--- config.mk ---
export PLATFORM = sky130hd
export DESIGN_NAME = transfer_timing
export DESIGN_NICKNAME = d
export VERILOG_FILES = /design/src/inc/xfer_pkg.sv /design/src/opcode_lookup.sv /design/src/transfer_timing.sv
export SDC_FILE = /design/constraint.sdc
export NUM_CORES = 1
export LEC_CHECK = 0
export BUFFER_PORTS_ARGS = -buffer_cell sky130_fd_sc_hd__buf_4
export CORE_AREA = 3 3 76 78
export CTS_CLUSTER_DIAMETER = 30
export CTS_CLUSTER_SIZE = 14
export DETAILED_ROUTE_END_ITERATION = 6
export DIE_AREA = 0 0 79 81
export GPL_TIMING_DRIVEN = 0
export SYNTH_ARGS = -nofsm -noshare
export SYNTH_HDL_FRONTEND = slang
export SYNTH_HIERARCHICAL = 1
export SYNTH_SLANG_ARGS = --single-unit
--- constraint.sdc ---
create_clock -name CLK_SYS -period 2.6 [get_ports CLK_SYS]
set_input_delay 0.13 -clock CLK_SYS [delete_from_list [all_inputs] [get_ports CLK_SYS]]
set_output_delay 0.13 -clock CLK_SYS [all_outputs]
set_load 0.005 [all_outputs]
--- src/inc/xfer_pkg.sv ---
/*
 * Shared constants and types for the transfer instruction timing block:
 * opcode patterns, encoded lengths, cycle counts, classes and states.
 * Assumes opcodes arrive one byte at a time, opcode byte first.
 */
package xfer_pkg;

	// --------------------------------------------------------------------
	// Widths
	// --------------------------------------------------------------------
	localparam int LEN_W = 2;
	localparam int CYC_W = 3;

	// --------------------------------------------------------------------
	// Opcode patterns and masks
	// --------------------------------------------------------------------
	localparam logic [7:0] MASK_PTR      = 8'hfe;
	localparam logic [7:0] MASK_WORK     = 8'hf8;
	localparam logic [7:0] OPC_IND_DIR   = 8'ha6;
	localparam logic [7:0] OPC_IND_IMM   = 8'h76;
	localparam logic [7:0] OPC_DP_LOAD   = 8'h90;
	localparam logic [7:0] OPC_CODE_DP   = 8'h93;
	localparam logic [7:0] OPC_CODE_PC   = 8'h83;
	localparam logic [7:0] OPC_EXT_RD_IND = 8'he2;
	localparam logic [7:0] OPC_EXT_RD_DP = 8'he0;
	localparam logic [7:0] OPC_EXT_WR_IND = 8'hf2;
	localparam logic [7:0] OPC_EXT_WR_DP = 8'hf0;
	localparam logic [7:0] OPC_PUSH      = 8'hc0;
	localparam logic [7:0] OPC_POP       = 8'hd0;
	localparam logic [7:0] OPC_SWAP_WORK = 8'hc8;
	localparam logic [7:0] OPC_SWAP_DIR  = 8'hc5;
	localparam logic [7:0] OPC_SWAP_IND  = 8'hc6;
	localparam logic [7:0] OPC_SWAP_NIB  = 8'hd6;

	// --------------------------------------------------------------------
	// Encoded lengths in bytes, opcode included
	// --------------------------------------------------------------------
	localparam logic [LEN_W-1:0] LEN_ONE   = 2'h1;
	localparam logic [LEN_W-1:0] LEN_TWO   = 2'h2;
	localparam logic [LEN_W-1:0] LEN_THREE = 2'h3;

	// --------------------------------------------------------------------
	// Execution times in CPU clock cycles
	// --------------------------------------------------------------------
	localparam logic [CYC_W-1:0] CYC_IND_DIR    = 3'h3;
	localparam logic [CYC_W-1:0] CYC_IND_IMM    = 3'h2;
	localparam logic [CYC_W-1:0] CYC_DP_LOAD    = 3'h3;
	localparam logic [CYC_W-1:0] CYC_CODE_DP    = 3'h5;
	localparam logic [CYC_W-1:0] CYC_CODE_PC    = 3'h4;
	localparam logic [CYC_W-1:0] CYC_EXT_RD_IND = 3'h4;
	localparam logic [CYC_W-1:0] CYC_EXT_RD_DP  = 3'h3;
	localparam logic [CYC_W-1:0] CYC_EXT_WR_IND = 3'h5;
	localparam logic [CYC_W-1:0] CYC_EXT_WR_DP  = 3'h4;
	localparam logic [CYC_W-1:0] CYC_PUSH       = 3'h3;
	localparam logic [CYC_W-1:0] CYC_POP        = 3'h2;
	localparam logic [CYC_W-1:0] CYC_SWAP_WORK  = 3'h2;
	localparam logic [CYC_W-1:0] CYC_SWAP_DIR   = 3'h3;
	localparam logic [CYC_W-1:0] CYC_SWAP_IND   = 3'h3;
	localparam logic [CYC_W-1:0] CYC_SWAP_NIB   = 3'h3;

	// --------------------------------------------------------------------
	// Reset values
	// --------------------------------------------------------------------
	localparam logic [LEN_W-1:0] LEN_RST  = 2'h0;
	localparam logic [CYC_W-1:0] CYC_RST  = 3'h0;
	localparam logic [7:0]       BYTE_RST = 8'h00;
	localparam logic [2:0]       SEL_RST  = 3'h0;

	// --------------------------------------------------------------------
	// Types
	// --------------------------------------------------------------------
	typedef enum logic [3:0] {
		CL_NONE, CL_IND_DIR, CL_IND_IMM, CL_DP_LOAD, CL_CODE_DP,
		CL_CODE_PC, CL_EXT_RD_IND, CL_EXT_RD_DP, CL_EXT_WR_IND,
		CL_EXT_WR_DP, CL_PUSH, CL_POP, CL_SWAP_WORK, CL_SWAP_DIR,
		CL_SWAP_IND, CL_SWAP_NIB
	} xfer_class_t;

	typedef enum logic {
		ST_IDLE = 1'b0,
		ST_EXEC = 1'b1
	} seq_state_t;

endpackage : xfer_pkg

--- src/opcode_lookup.sv ---
/*
 * Combinational opcode table: class, length and cycle count of a
 * transfer instruction. Assumes the caller registers the results.
 */
`timescale 1ns/100ps

module opcode_lookup
	import xfer_pkg::*;
(
	// Opcode in
	input  wire logic [7:0]       op,
	// Decode out
	output xfer_class_t           cls,
	output logic [LEN_W-1:0]      len,
	output logic [CYC_W-1:0]      cyc
);

	always_comb begin
		cls = CL_NONE;
		if ((op & MASK_PTR) == OPC_IND_DIR) cls = CL_IND_DIR;
		else if ((op & MASK_PTR) == OPC_IND_IMM) cls = CL_IND_IMM;
		else if (op == OPC_DP_LOAD) cls = CL_DP_LOAD;
		else if (op == OPC_CODE_DP) cls = CL_CODE_DP;
		else if (op == OPC_CODE_PC) cls = CL_CODE_PC;
		else if ((op & MASK_PTR) == OPC_EXT_RD_IND) cls = CL_EXT_RD_IND;
		else if (op == OPC_EXT_RD_DP) cls = CL_EXT_RD_DP;
		else if ((op & MASK_PTR) == OPC_EXT_WR_IND) cls = CL_EXT_WR_IND;
		else if (op == OPC_EXT_WR_DP) cls = CL_EXT_WR_DP;
		else if (op == OPC_PUSH) cls = CL_PUSH;
		else if (op == OPC_POP) cls = CL_POP;
		else if ((op & MASK_WORK) == OPC_SWAP_WORK) cls = CL_SWAP_WORK;
		else if (op == OPC_SWAP_DIR) cls = CL_SWAP_DIR;
		else if ((op & MASK_PTR) == OPC_SWAP_IND) cls = CL_SWAP_IND;
		else if ((op & MASK_PTR) == OPC_SWAP_NIB) cls = CL_SWAP_NIB;
	end

	// RULE16 lengths hold all bytes
	always_comb begin
		case (cls)
			// RULE1 direct to indirect
			CL_IND_DIR: begin
				len = LEN_TWO;
				cyc = CYC_IND_DIR;
			end
			// RULE2 immediate to indirect
			CL_IND_IMM: begin
				len = LEN_TWO;
				cyc = CYC_IND_IMM;
			end
			// RULE3 pointer constant load
			CL_DP_LOAD: begin
				len = LEN_THREE;
				cyc = CYC_DP_LOAD;
			end
			// RULE4 table read via pointer
			CL_CODE_DP: begin
				len = LEN_ONE;
				cyc = CYC_CODE_DP;
			end
			// RULE5 table read via counter
			CL_CODE_PC: begin
				len = LEN_ONE;
				cyc = CYC_CODE_PC;
			end
			// RULE6 short external read
			CL_EXT_RD_IND: begin
				len = LEN_ONE;
				cyc = CYC_EXT_RD_IND;
			end
			// RULE7 long external read
			CL_EXT_RD_DP: begin
				len = LEN_ONE;
				cyc = CYC_EXT_RD_DP;
			end
			// RULE8 short external write
			CL_EXT_WR_IND: begin
				len = LEN_ONE;
				cyc = CYC_EXT_WR_IND;
			end
			// RULE9 long external write
			CL_EXT_WR_DP: begin
				len = LEN_ONE;
				cyc = CYC_EXT_WR_DP;
			end
			// RULE10 stack push
			CL_PUSH: begin
				len = LEN_TWO;
				cyc = CYC_PUSH;
			end
			// RULE11 stack pop
			CL_POP: begin
				len = LEN_TWO;
				cyc = CYC_POP;
			end
			// RULE12 work register swap
			CL_SWAP_WORK: begin
				len = LEN_ONE;
				cyc = CYC_SWAP_WORK;
			end
			// RULE13 direct byte swap
			CL_SWAP_DIR: begin
				len = LEN_TWO;
				cyc = CYC_SWAP_DIR;
			end
			// RULE14 indirect byte swap
			CL_SWAP_IND: begin
				len = LEN_ONE;
				cyc = CYC_SWAP_IND;
			end
			// RULE15 low nibble swap
			CL_SWAP_NIB: begin
				len = LEN_ONE;
				cyc = CYC_SWAP_NIB;
			end
			default: begin
				len = LEN_RST;
				cyc = CYC_RST;
			end
		endcase
	end

endmodule : opcode_lookup

--- src/transfer_timing.sv ---
/*
 * Sequencer for data-transfer instructions: takes the opcode byte,
 * collects operand bytes and holds the instruction for its count of CPU
 * cycles, one cycle more for each cycle an operand byte is late, then reports completion.
 * Assumes the byte source sits on CLK_SYS and that memories add no waits.
 */
//
// Behaviour
// RULE1 - Direct byte to indirect RAM is 2 bytes and 3 cycles.
// RULE2 - Immediate to indirect RAM is 2 bytes and 2 cycles.
// RULE3 - Pointer load with a 16-bit constant is 3 bytes and 3 cycles.
// RULE4 - Code read at accumulator plus pointer is 1 byte, 5 cycles.
// RULE5 - Code read at accumulator plus counter is 1 byte, 4 cycles.
// RULE6 - External read with 8-bit indirect address is 1 byte, 4 cycles.
// RULE7 - External read with 16-bit pointer is 1 byte, 3 cycles.
// RULE8 - External write with 8-bit indirect address is 1 byte, 5 cycles.
// RULE9 - External write with 16-bit pointer is 1 byte, 4 cycles.
// RULE10 - Push of a direct byte is 2 bytes and 3 cycles.
// RULE11 - Pop into a direct byte is 2 bytes and 2 cycles.
// RULE12 - Swap of accumulator and work register is 1 byte, 2 cycles.
// RULE13 - Swap of accumulator and direct byte is 2 bytes, 3 cycles.
// RULE14 - Swap of accumulator and indirect RAM is 1 byte, 3 cycles.
// RULE15 - Low nibble swap with indirect RAM is 1 byte and 3 cycles.
// RULE16 - Lengths count opcode and operands; cycles assume no waits.
`timescale 1ns/100ps

module transfer_timing
	import xfer_pkg::*;
(
	// Clock and reset
	input  wire logic             CLK_SYS,
	input  wire logic             RST,
	// Instruction byte stream
	input  wire logic             OP_VALID,
	input  wire logic [7:0]       OP_BYTE,
	output logic                  OP_READY,
	// Sequencing status
	output logic                  BUSY,
	output logic                  INSTR_DONE,
	output logic                  BAD_OPCODE,
	// Decoded instruction
	output xfer_class_t           INSTR_CLASS,
	output logic [LEN_W-1:0]      INSTR_LEN,
	output logic [CYC_W-1:0]      INSTR_CYCLES,
	output logic [2:0]            REG_SEL,
	output logic [7:0]            OPERAND_A,
	output logic [7:0]            OPERAND_B
);

	// --------------------------------------------------------------------
	// Decode
	// --------------------------------------------------------------------
	xfer_class_t      lk_cls;
	logic [LEN_W-1:0] lk_len;
	logic [CYC_W-1:0] lk_cyc;

	opcode_lookup u_lookup (
		.op  (OP_BYTE),
		.cls (lk_cls),
		.len (lk_len),
		.cyc (lk_cyc)
	);

	// --------------------------------------------------------------------
	// Sequencer
	// --------------------------------------------------------------------
	seq_state_t       state_ff;
	xfer_class_t      cls_ff;
	logic [LEN_W-1:0] len_ff;
	logic [CYC_W-1:0] cyc_ff;
	logic [LEN_W-1:0] left_ff;
	logic [CYC_W-1:0] cnt_ff;
	logic             done_ff;
	logic             bad_ff;
	logic [2:0]       sel_ff;
	logic [7:0]       opa_ff;
	logic [7:0]       opb_ff;
	logic             take_op;
	logic             take_arg;
	logic             advance;
	logic             last_cyc;

	assign take_op  = (state_ff == ST_IDLE) && OP_VALID;
	assign take_arg = (state_ff == ST_EXEC) && (left_ff != LEN_RST)
		&& OP_VALID;
	// A missing operand byte stalls the count, so the figures hold only
	// while the source keeps pace
	assign advance  = (state_ff == ST_EXEC)
		&& ((left_ff == LEN_RST) || OP_VALID);
	assign last_cyc = advance && (cnt_ff == 3'h1);

	assign OP_READY     = (state_ff == ST_IDLE) || (left_ff != LEN_RST);
	assign BUSY         = (state_ff == ST_EXEC);
	assign INSTR_DONE   = done_ff;
	assign BAD_OPCODE   = bad_ff;
	assign INSTR_CLASS  = cls_ff;
	assign INSTR_LEN    = len_ff;
	assign INSTR_CYCLES = cyc_ff;
	assign REG_SEL      = sel_ff;
	assign OPERAND_A    = opa_ff;
	assign OPERAND_B    = opb_ff;

	always_ff @(posedge CLK_SYS) begin
		if (RST) begin
			state_ff <= ST_IDLE;
		end else begin
			case (state_ff)
				ST_IDLE: begin
					if (take_op && (lk_cls != CL_NONE))
						state_ff <= ST_EXEC;
				end
				ST_EXEC: begin
					if (last_cyc)
						state_ff <= ST_IDLE;
				end
				default: state_ff <= ST_IDLE;
			endcase
		end
	end

	// RULE16 opcode cycle counts once
	always_ff @(posedge CLK_SYS) begin
		if (RST) begin
			cnt_ff <= CYC_RST;
		end else if (take_op) begin
			cnt_ff <= lk_cyc - 3'h1;
		end else if (advance) begin
			cnt_ff <= cnt_ff - 3'h1;
		end
	end

	// RULE16 operands follow opcode
	always_ff @(posedge CLK_SYS) begin
		if (RST) begin
			left_ff <= LEN_RST;
		end else if (take_op && (lk_cls != CL_NONE)) begin
			left_ff <= lk_len - 2'h1;
		end else if (take_arg) begin
			left_ff <= left_ff - 2'h1;
		end
	end

	// Decoded fields stand until the next opcode is taken
	always_ff @(posedge CLK_SYS) begin
		if (RST) begin
			cls_ff <= CL_NONE;
			len_ff <= LEN_RST;
			cyc_ff <= CYC_RST;
			sel_ff <= SEL_RST;
		end else if (take_op) begin
			cls_ff <= lk_cls;
			len_ff <= lk_len;
			cyc_ff <= lk_cyc;
			sel_ff <= OP_BYTE[2:0];
		end
	end

	// RULE3 constant high byte first
	always_ff @(posedge CLK_SYS) begin
		if (RST) begin
			opa_ff <= BYTE_RST;
			opb_ff <= BYTE_RST;
		end else if (take_arg) begin
			if (left_ff == len_ff - 2'h1)
				opa_ff <= OP_BYTE;
			else
				opb_ff <= OP_BYTE;
		end
	end

	always_ff @(posedge CLK_SYS) begin
		if (RST) begin
			done_ff <= 1'b0;
			bad_ff  <= 1'b0;
		end else begin
			done_ff <= last_cyc;
			bad_ff  <= take_op && (lk_cls == CL_NONE);
		end
	end

	// --------------------------------------------------------------------
	// Checks
	// --------------------------------------------------------------------
	// Active cycles and bytes taken, counted from the opcode edge
	logic [CYC_W-1:0] run_ff;
	logic [LEN_W-1:0] got_ff;

	always_ff @(posedge CLK_SYS) begin
		if (RST) begin
			run_ff <= CYC_RST;
			got_ff <= LEN_RST;
		end else if (take_op) begin
			run_ff <= 3'h1;
			got_ff <= 2'h1;
		end else begin
			if (advance)
				run_ff <= run_ff + 3'h1;
			if (take_arg)
				got_ff <= got_ff + 2'h1;
		end
	end

	ind_dir_time_a: assert property (@(posedge CLK_SYS) disable iff (RST) // RULE1
		done_ff && cls_ff == CL_IND_DIR |-> run_ff == 3'h3 && len_ff == 2'h2)
		else $error("direct to indirect move mistimed");
	ind_imm_time_a: assert property (@(posedge CLK_SYS) disable iff (RST) // RULE2
		done_ff && cls_ff == CL_IND_IMM |-> run_ff == 3'h2 && len_ff == 2'h2)
		else $error("immediate to indirect move mistimed");
	ptr_load_time_a: assert property (@(posedge CLK_SYS) disable iff (RST) // RULE3
		done_ff && cls_ff == CL_DP_LOAD |-> run_ff == 3'h3 && got_ff == 2'h3)
		else $error("pointer load mistimed");
	code_ptr_time_a: assert property (@(posedge CLK_SYS) disable iff (RST) // RULE4
		take_op && lk_cls == CL_CODE_DP |=> BUSY [*4] ##1 INSTR_DONE)
		else $error("code read via pointer mistimed");
	code_pc_time_a: assert property (@(posedge CLK_SYS) disable iff (RST) // RULE5
		take_op && lk_cls == CL_CODE_PC |=> BUSY [*3] ##1 INSTR_DONE)
		else $error("code read via counter mistimed");
	ext_rd8_time_a: assert property (@(posedge CLK_SYS) disable iff (RST) // RULE6
		take_op && lk_cls == CL_EXT_RD_IND |-> ##4 INSTR_DONE && !BUSY)
		else $error("short external read mistimed");
	ext_rd16_time_a: assert property (@(posedge CLK_SYS) disable iff (RST) // RULE7
		take_op && lk_cls == CL_EXT_RD_DP |-> ##3 INSTR_DONE)
		else $error("long external read mistimed");
	ext_wr8_time_a: assert property (@(posedge CLK_SYS) disable iff (RST) // RULE8
		take_op && lk_cls == CL_EXT_WR_IND |-> ##5 $rose(INSTR_DONE))
		else $error("short external write mistimed");
	ext_wr16_time_a: assert property (@(posedge CLK_SYS) disable iff (RST) // RULE9
		take_op && lk_cls == CL_EXT_WR_DP |=> !INSTR_DONE [*3] ##1 INSTR_DONE)
		else $error("long external write mistimed");
	push_time_a: assert property (@(posedge CLK_SYS) disable iff (RST) // RULE10
		done_ff && cls_ff == CL_PUSH |-> run_ff == 3'h3 && got_ff == 2'h2)
		else $error("push mistimed");
	pop_time_a: assert property (@(posedge CLK_SYS) disable iff (RST) // RULE11
		done_ff && cls_ff == CL_POP |-> run_ff == 3'h2 && got_ff == 2'h2)
		else $error("pop mistimed");
	swap_work_a: assert property (@(posedge CLK_SYS) disable iff (RST) // RULE12
		take_op && lk_cls == CL_SWAP_WORK |=> BUSY ##1 INSTR_DONE && OP_READY)
		else $error("work register swap mistimed");
	swap_direct_a: assert property (@(posedge CLK_SYS) disable iff (RST) // RULE13
		done_ff && cls_ff == CL_SWAP_DIR |-> run_ff == 3'h3 && len_ff == 2'h2)
		else $error("direct swap mistimed");
	swap_indirect_a: assert property (@(posedge CLK_SYS) disable iff (RST) // RULE14
		take_op && lk_cls == CL_SWAP_IND |-> ##3 INSTR_DONE && INSTR_LEN == 2'h1)
		else $error("indirect swap mistimed");
	swap_nibble_a: assert property (@(posedge CLK_SYS) disable iff (RST) // RULE15
		done_ff && cls_ff == CL_SWAP_NIB |-> run_ff == 3'h3 && got_ff == 2'h1)
		else $error("nibble swap mistimed");
	byte_count_a: assert property (@(posedge CLK_SYS) disable iff (RST) // RULE16
		done_ff |-> got_ff == len_ff && run_ff == cyc_ff)
		else $error("bytes or cycles disagree with decode");

endmodule : transfer_timing

After elaboration in Yosys (flattened, before gate mapping)
Memories as Yosys holds them, arrays and structs flattened.
Index checks and enable logic that the tools add are counted.
- memories: 1
- output and inout port bits: 32
- input port bits: 11
- RAM bits: 0
- ROM bits: 80
- logic and storage cells: 75
- latch bits: 0
- bits in registers: 36
- memories (memory ; words ; width ; rd ports ; clocked after memory_dff ; write ports ; line ; text):
    (name not given) ; 16 ; 5 ; 1 ; 0 ; 0 ; opcode_lookup.sv:39 ; case (cls)
- reductions and logical operators: 17
- add/sub/neg operators: 5
- eq/ne operators: 17
- $lt $le $gt $ge: 0
- shifts and indexed selects: 0
- divide/modulo/power cells: 0
- bitwise logic cells: 2
- $mul: 0
- mux-type cells: 22
- operator list (cell ; number):
    8-bit equality test (second input constant) ; 8
    4-bit two-way mux ; 15
    7-bit equality test (second input constant) ; 5
    7-bit by 6-bit equality test with 1-bit output (second input constant) ; 1
    1-bit logical AND ; 7
    3-bit two-way mux ; 2
    2-bit nonzero test ; 3
    2-bit by 1-bit subtractor with 2-bit output (second input constant) ; 3
    3-bit by 1-bit subtractor with 3-bit output (second input constant) ; 2
    5-bit equality test (second input constant) ; 1
    4-bit logical NOT ; 1
    2-bit two-way mux ; 2
    2-bit AND reduction ; 2
    4-bit nonzero test ; 1
    3-bit by 1-bit equality test with 1-bit output (second input constant) ; 1
    2-bit equality test ; 1
    2-bit logical NOT ; 1
    1-bit logical OR ; 2
    1-bit two-way mux ; 2
    1-bit NOT ; 2
    1-bit one-hot mux with 2 select lines ; 1

Longest topological paths before layout
- depth after elaboration: 20
- gate-level depth with buffers: 17
- gate-level depth less buffers: 16

Hierarchy
Netlist, hierarchy kept.
- by module, submodules not included (module ; seq. area each (um2) ; times used ; area an instance (um2) ; cells an instance):
    transfer_timing ; 720.7 ; 1 ; 1552.7 ; 173
    opcode_lookup ; 0.0 ; 1 ; 474.2 ; 72

Worst setup path before layout
No wires, ideal clock.
- path kind: input to register
- start point: input OP_BYTE[1]
- end point: register cnt_ff[2]
- arrival time: 2.588 ns
- buffers on the path: 1
- required time: 2.468 ns
- library setup time: 0.132 ns
- stages on the path: 14
- path slack: -0.120 ns
- cells stage by stage: buf_2 > or3b_1 > a2111oi_2 > nor3_1 > o21ai_2 > and2_1 > ha_1 > mux4_2 > inv_1 > ha_1 > xnor2_1 > nor2_1 > o21ai_0 > a21oi_1
- cells in the longest elaborated chain, start to end: 19
- elaborated cells between the ends (all ways): 32
- classes of those cells: add/sub (1); eq/ne (14); mux (16); memory (1)
- ends and longest elaborated chain (what ; line ; text):
    start: declaration ; transfer_timing.sv:35 ; input wire logic [7:0] OP_BYTE,
    7-bit equality test ; opcode_lookup.sv:34 ; else if ((op & MASK_PTR) == OPC_SWAP_NIB) cls = CL_SWAP_NIB;
    4-bit two-way mux ; opcode_lookup.sv:34 ;
    4-bit two-way mux ; opcode_lookup.sv:33 ; else if ((op & MASK_PTR) == OPC_SWAP_IND) cls = CL_SWAP_IND;
    4-bit two-way mux ; opcode_lookup.sv:32 ; else if (op == OPC_SWAP_DIR) cls = CL_SWAP_DIR;
    4-bit two-way mux ; opcode_lookup.sv:31 ; else if ((op & MASK_WORK) == OPC_SWAP_WORK) cls = CL_SWAP_WORK;
    4-bit two-way mux ; opcode_lookup.sv:30 ; else if (op == OPC_POP) cls = CL_POP;
    4-bit two-way mux ; opcode_lookup.sv:29 ; else if (op == OPC_PUSH) cls = CL_PUSH;
    4-bit two-way mux ; opcode_lookup.sv:28 ; else if (op == OPC_EXT_WR_DP) cls = CL_EXT_WR_DP;
    [4 not listed] ; - ;
    4-bit two-way mux ; opcode_lookup.sv:23 ; else if (op == OPC_CODE_DP) cls = CL_CODE_DP;
    4-bit two-way mux ; opcode_lookup.sv:22 ; else if (op == OPC_DP_LOAD) cls = CL_DP_LOAD;
    4-bit two-way mux ; opcode_lookup.sv:21 ; else if ((op & MASK_PTR) == OPC_IND_IMM) cls = CL_IND_IMM;
    4-bit two-way mux * ; opcode_lookup.sv:20 ; if ((op & MASK_PTR) == OPC_IND_DIR) cls = CL_IND_DIR;
    memory 16 x 5 bit * ; - ;
    via lk_cyc[0] ; transfer_timing.sv:55 ; logic [CYC_W-1:0] lk_cyc;
    3-bit by 1-bit subtractor with 3-bit output * ; transfer_timing.sv:126 ; cnt_ff <= lk_cyc - 3'h1;
    3-bit two-way mux * ; transfer_timing.sv:125 ; end else if (take_op) begin
    end signal: assignment ; transfer_timing.sv:126 ;
    end signal: assignment ; transfer_timing.sv:128 ; cnt_ff <= cnt_ff - 3'h1;
    end: declaration ; transfer_timing.sv:72 ; logic [CYC_W-1:0] cnt_ff;
The timed path passes the listed nets; every way through them passes the cells marked *.
A chain may end at the register's enable or synchronous reset.

Final worst setup path
- start point: input OP_BYTE[6]
- end point: register cnt_ff[2]
The elaborated chain is that of the path after synthesis.

==> run_results.csv <==
group,metric,value,unit
outcome,outcome,"finished, violations left",
outcome,violations,"setup timing",
detailed_routing,vias_per_cell,5.13,
detailed_routing,ant_nets,0,
synthesis,synth_top_area_cell,"dfxtp_1",
setup_path,cp.arrival,2.76,ns
final_layout,nets,321,
detailed_routing,routed_wl,5180,um
synthesis,synth_seq_cells,36,
timing,slew_viol_final,0,
hold_path,holdCritPathClass,"in2reg",
timing,holdWs,0.108,ns
synthesis,synth.avg_cell_area,8.27,um^2
clocking,clk_pin_slew,0.08,ns
synthesis,synth_top_area_frac,0.356,
die,fp.dieW,79,um
die,row_count,26,
final_layout,utilization,0.527,
clocking,numCtsBuffers,5,
job,max_cap_viol_count,0,
final_layout,antenna_cells,0,
die,dieArea,6400,um^2
timing,rsz0062_at_grt,"true",
synthesis,yosys_warnings,6,
power_and_ir_drop,p_leak,0.00115,uW
synthesis,yosysMostFrequentCell,"dfxtp_1",
synthesis,synth.area.top_cells,"dfxtp_1, mux2i_1, nand2b_1",
synthesis,synth-edff-count,0,
final_layout,synthToLayoutAreaGrowth,33.5,%
placement,io_buffers,42,
synthesis,synth.distinct_cells,48,
final_layout,post_layout_nonfiller_instances,374,
final_layout,final_layout_size_suffix_gt1_frac,0.289,
timing,max_freq,384,MHz
setup_path,start_kind,"primary input",
final_layout,fillers,538,
die,die_y,81,um
setup_path,cp_max_fo,5,
global_route,grt_pass1_wl,8410,um
placement,placed_cells,357,
placement,hpwlAfterDp,3640,um
global_route,grt_max_degree,14,
power_and_ir_drop,power,1230,uW
synthesis,synth_area,2030,um^2
timing,tightest_slew,0.609,ns
final_layout,multi_input_area,1270,um^2
timing,fin_crit,2.61,ns
detailed_routing,drcViolationCount,0,
synthesis,ys.flop_type,"dfxtp_1",
synthesis,synth_nets,263,
setup_path,critical_path_class,"in2reg",
detailed_routing,num_vias,1917,
global_route,antenna_found_initial,0,
detailed_routing,drt_iter0_markers,53,
clocking,cts_buffer_depth,2,
power_and_ir_drop,peakVddDrop,0.318,mV
setup_path,worstPathRequired,2.76,ns
global_route,grt.total_usage,0.165,
clocking,root_buffer,"clkbuf_8",
power_and_ir_drop,power.density,455,nW/um^2
synthesis,async_reset_ff_frac,0,
timing,hold_viol_final,0,
hold_path,hp-start,"OP_BYTE[1]",
detailed_routing,dr.pass1.iters,4,
timing,setup_slack,-0.00550,ns
clocking,cts_max_level,2,
timing,max-slew-margin-rel,0.590,
synthesis,yosys-top-cells-count,"dfxtp_1, nand2_1, a21oi_1, nand2b_1, mux2i_1",
global_route,gr-total-overflow,0,
placement,routabilityCongestion,0.807,
timing,skew,0.00761,ns
die,initial_core_util,0.394,
timing,finalSetupViolCount,1,
clocking,cts_hold_buf,0,
synthesis,synth.yosys.seq_area_share,0.356,
final_layout,seq_area,721,um^2
clocking,clock_latency,0.28,ns
setup_path,r2r_start,"BUSY$_SDFF_PP0_",
clocking,cts_tree,"built",
clocking,cts_sinks,36,
die,ios,43,
global_route,grt_pass1_vias,1787,
detailed_routing,drt-wirelength-per-cell,13.9,um
setup_path,startpoint,"OP_BYTE[6]",
setup_path,endpoint_kind,"flop",
timing,fin_crit_sh,1.00,
synthesis,synth_cells,245,
die,core_area,5140,um^2
[final timing paths]
check / slack (ns) / endpoint / cells after the start
max: -0.005 / cnt_ff[2]$_SDFFE_PP0P_ / 14
min: 0.11 / REG_SEL[1]$_SDFFE_PP0N_ / 3
max reg2reg: 1.12 / OPERAND_A[5]$_SDFFE_PP0P_ / 5
min reg2reg: 0.46 / REG_SEL[0]$_SDFFE_PP0N_ / 2
[cells in the final DEF (no fill, tap or decap), types with 2 or more instances in the layout]
master	n
buf_4	49
dfxtp_1	36
nand2_1	35
nand2b_1	22
a21oi_1	21
mux2i_1	19
nor2_1	15
inv_1	11
o21ai_0	6
ha_1	5
clkbuf_8	5
buf_2	4
nor3_1	4
clkbuf_1	3
a21o_1	3
buf_12	3
clkbuf_2	3
nor4_1	3
buf_1	2
nand4_1	2
nand3b_1	2
or3_1	2
o2111ai_1	2
a211oi_1	2
ha_4	2
clkinv_2	2
a31oi_1	2
o21ai_2	2
and2_4	2
nand3_1	2
[routing by layer]
layer | part of all wire | wire [um] | vias to the layer above | track usage
li1 | - | - | 961 | -
met1 | 0.47 | 2430 | 888 | 0.223
met2 | 0.46 | 2380 | 60 | 0.260
met5 | 0 | 0 | - | 0
met3 | 0.062 | 323 | 8 | 0.0388
met4 | 0.0098 | 51 | 0 | 0.0515
[worst max-delay path, cell delays in order]
cell       delay, ns
buf_12          0.10
or3b_4          0.40
a2111oi_4       0.38
nor3_2          0.08
o21ai_2         0.20
and2_4          0.21
ha_4            0.19
mux4_2          0.47
inv_2           0.10
ha_4            0.14
xnor2_2         0.10
nor2_1          0.06
o21ai_1         0.13
a21oi_1         0.07
[state kept, by name, indices dropped and copies added (netlist names)]
name	count
cnt_ff	3
REG_SEL	3
BUSY	1
INSTR_DONE	1
INSTR_CLASS	4
INSTR_LEN	2
OPERAND_B	8
BAD_OPCODE	1
left_ff	2
OPERAND_A	8
INSTR_CYCLES	3
[power by group]
| part | total [uW] | switching (uW) | internal [uW] | leakage [uW] |
|---|---|---|---|---|
| Sequential | 584 | 13.5 | 570 | 0.000292 |
| Clock | 396 | 210 | 187 | 0.0000479 |
| Combinational | 250 | 131 | 119 | 0.000809 |
[logic make-up (layout without fill, tap and decap cells)]
kind of cell	count (synthesis)	after routing	share of synthesized area
simple gates	102	102	0.257
compound gates	50	50	0.162
flops	36	36	0.356
buf+inv	26	85	0.0586
mux	21	21	0.110
fa+ha+maj	7	7	0.0432
xor+xnor	3	3	0.0130
[cell type report]
cell class                 instances  area share
sequential                        36       0.266
buffer                            12      0.0222
multi-input combinational        183       0.470
timing repair buffer              53       0.160
tap                               70      0.0324
clock inverter                     3     0.00693
inverter                          12      0.0166
clock buffer                       5      0.0254
[through the flow]
step	worst slack [ns]	TNS [ns]	area, um^2
after floorplan	-0.0684	-0.0684	2060
after global placement	-0.447	-1.24	2470
after detailed placement	-0.471	-1.35	2470
after CTS	0.0449	0	2560
after global routing	-0.158	-0.183	2710
final	-0.00550	-0.00550	2710
[repair_timing]
action,CTS,global route
buffers inserted,2,9
pin swaps,7,11
endpoints found under the setup margin,2,5
resized for setup,4,21
No activity file was read; power rests on OpenSTA's default activity.
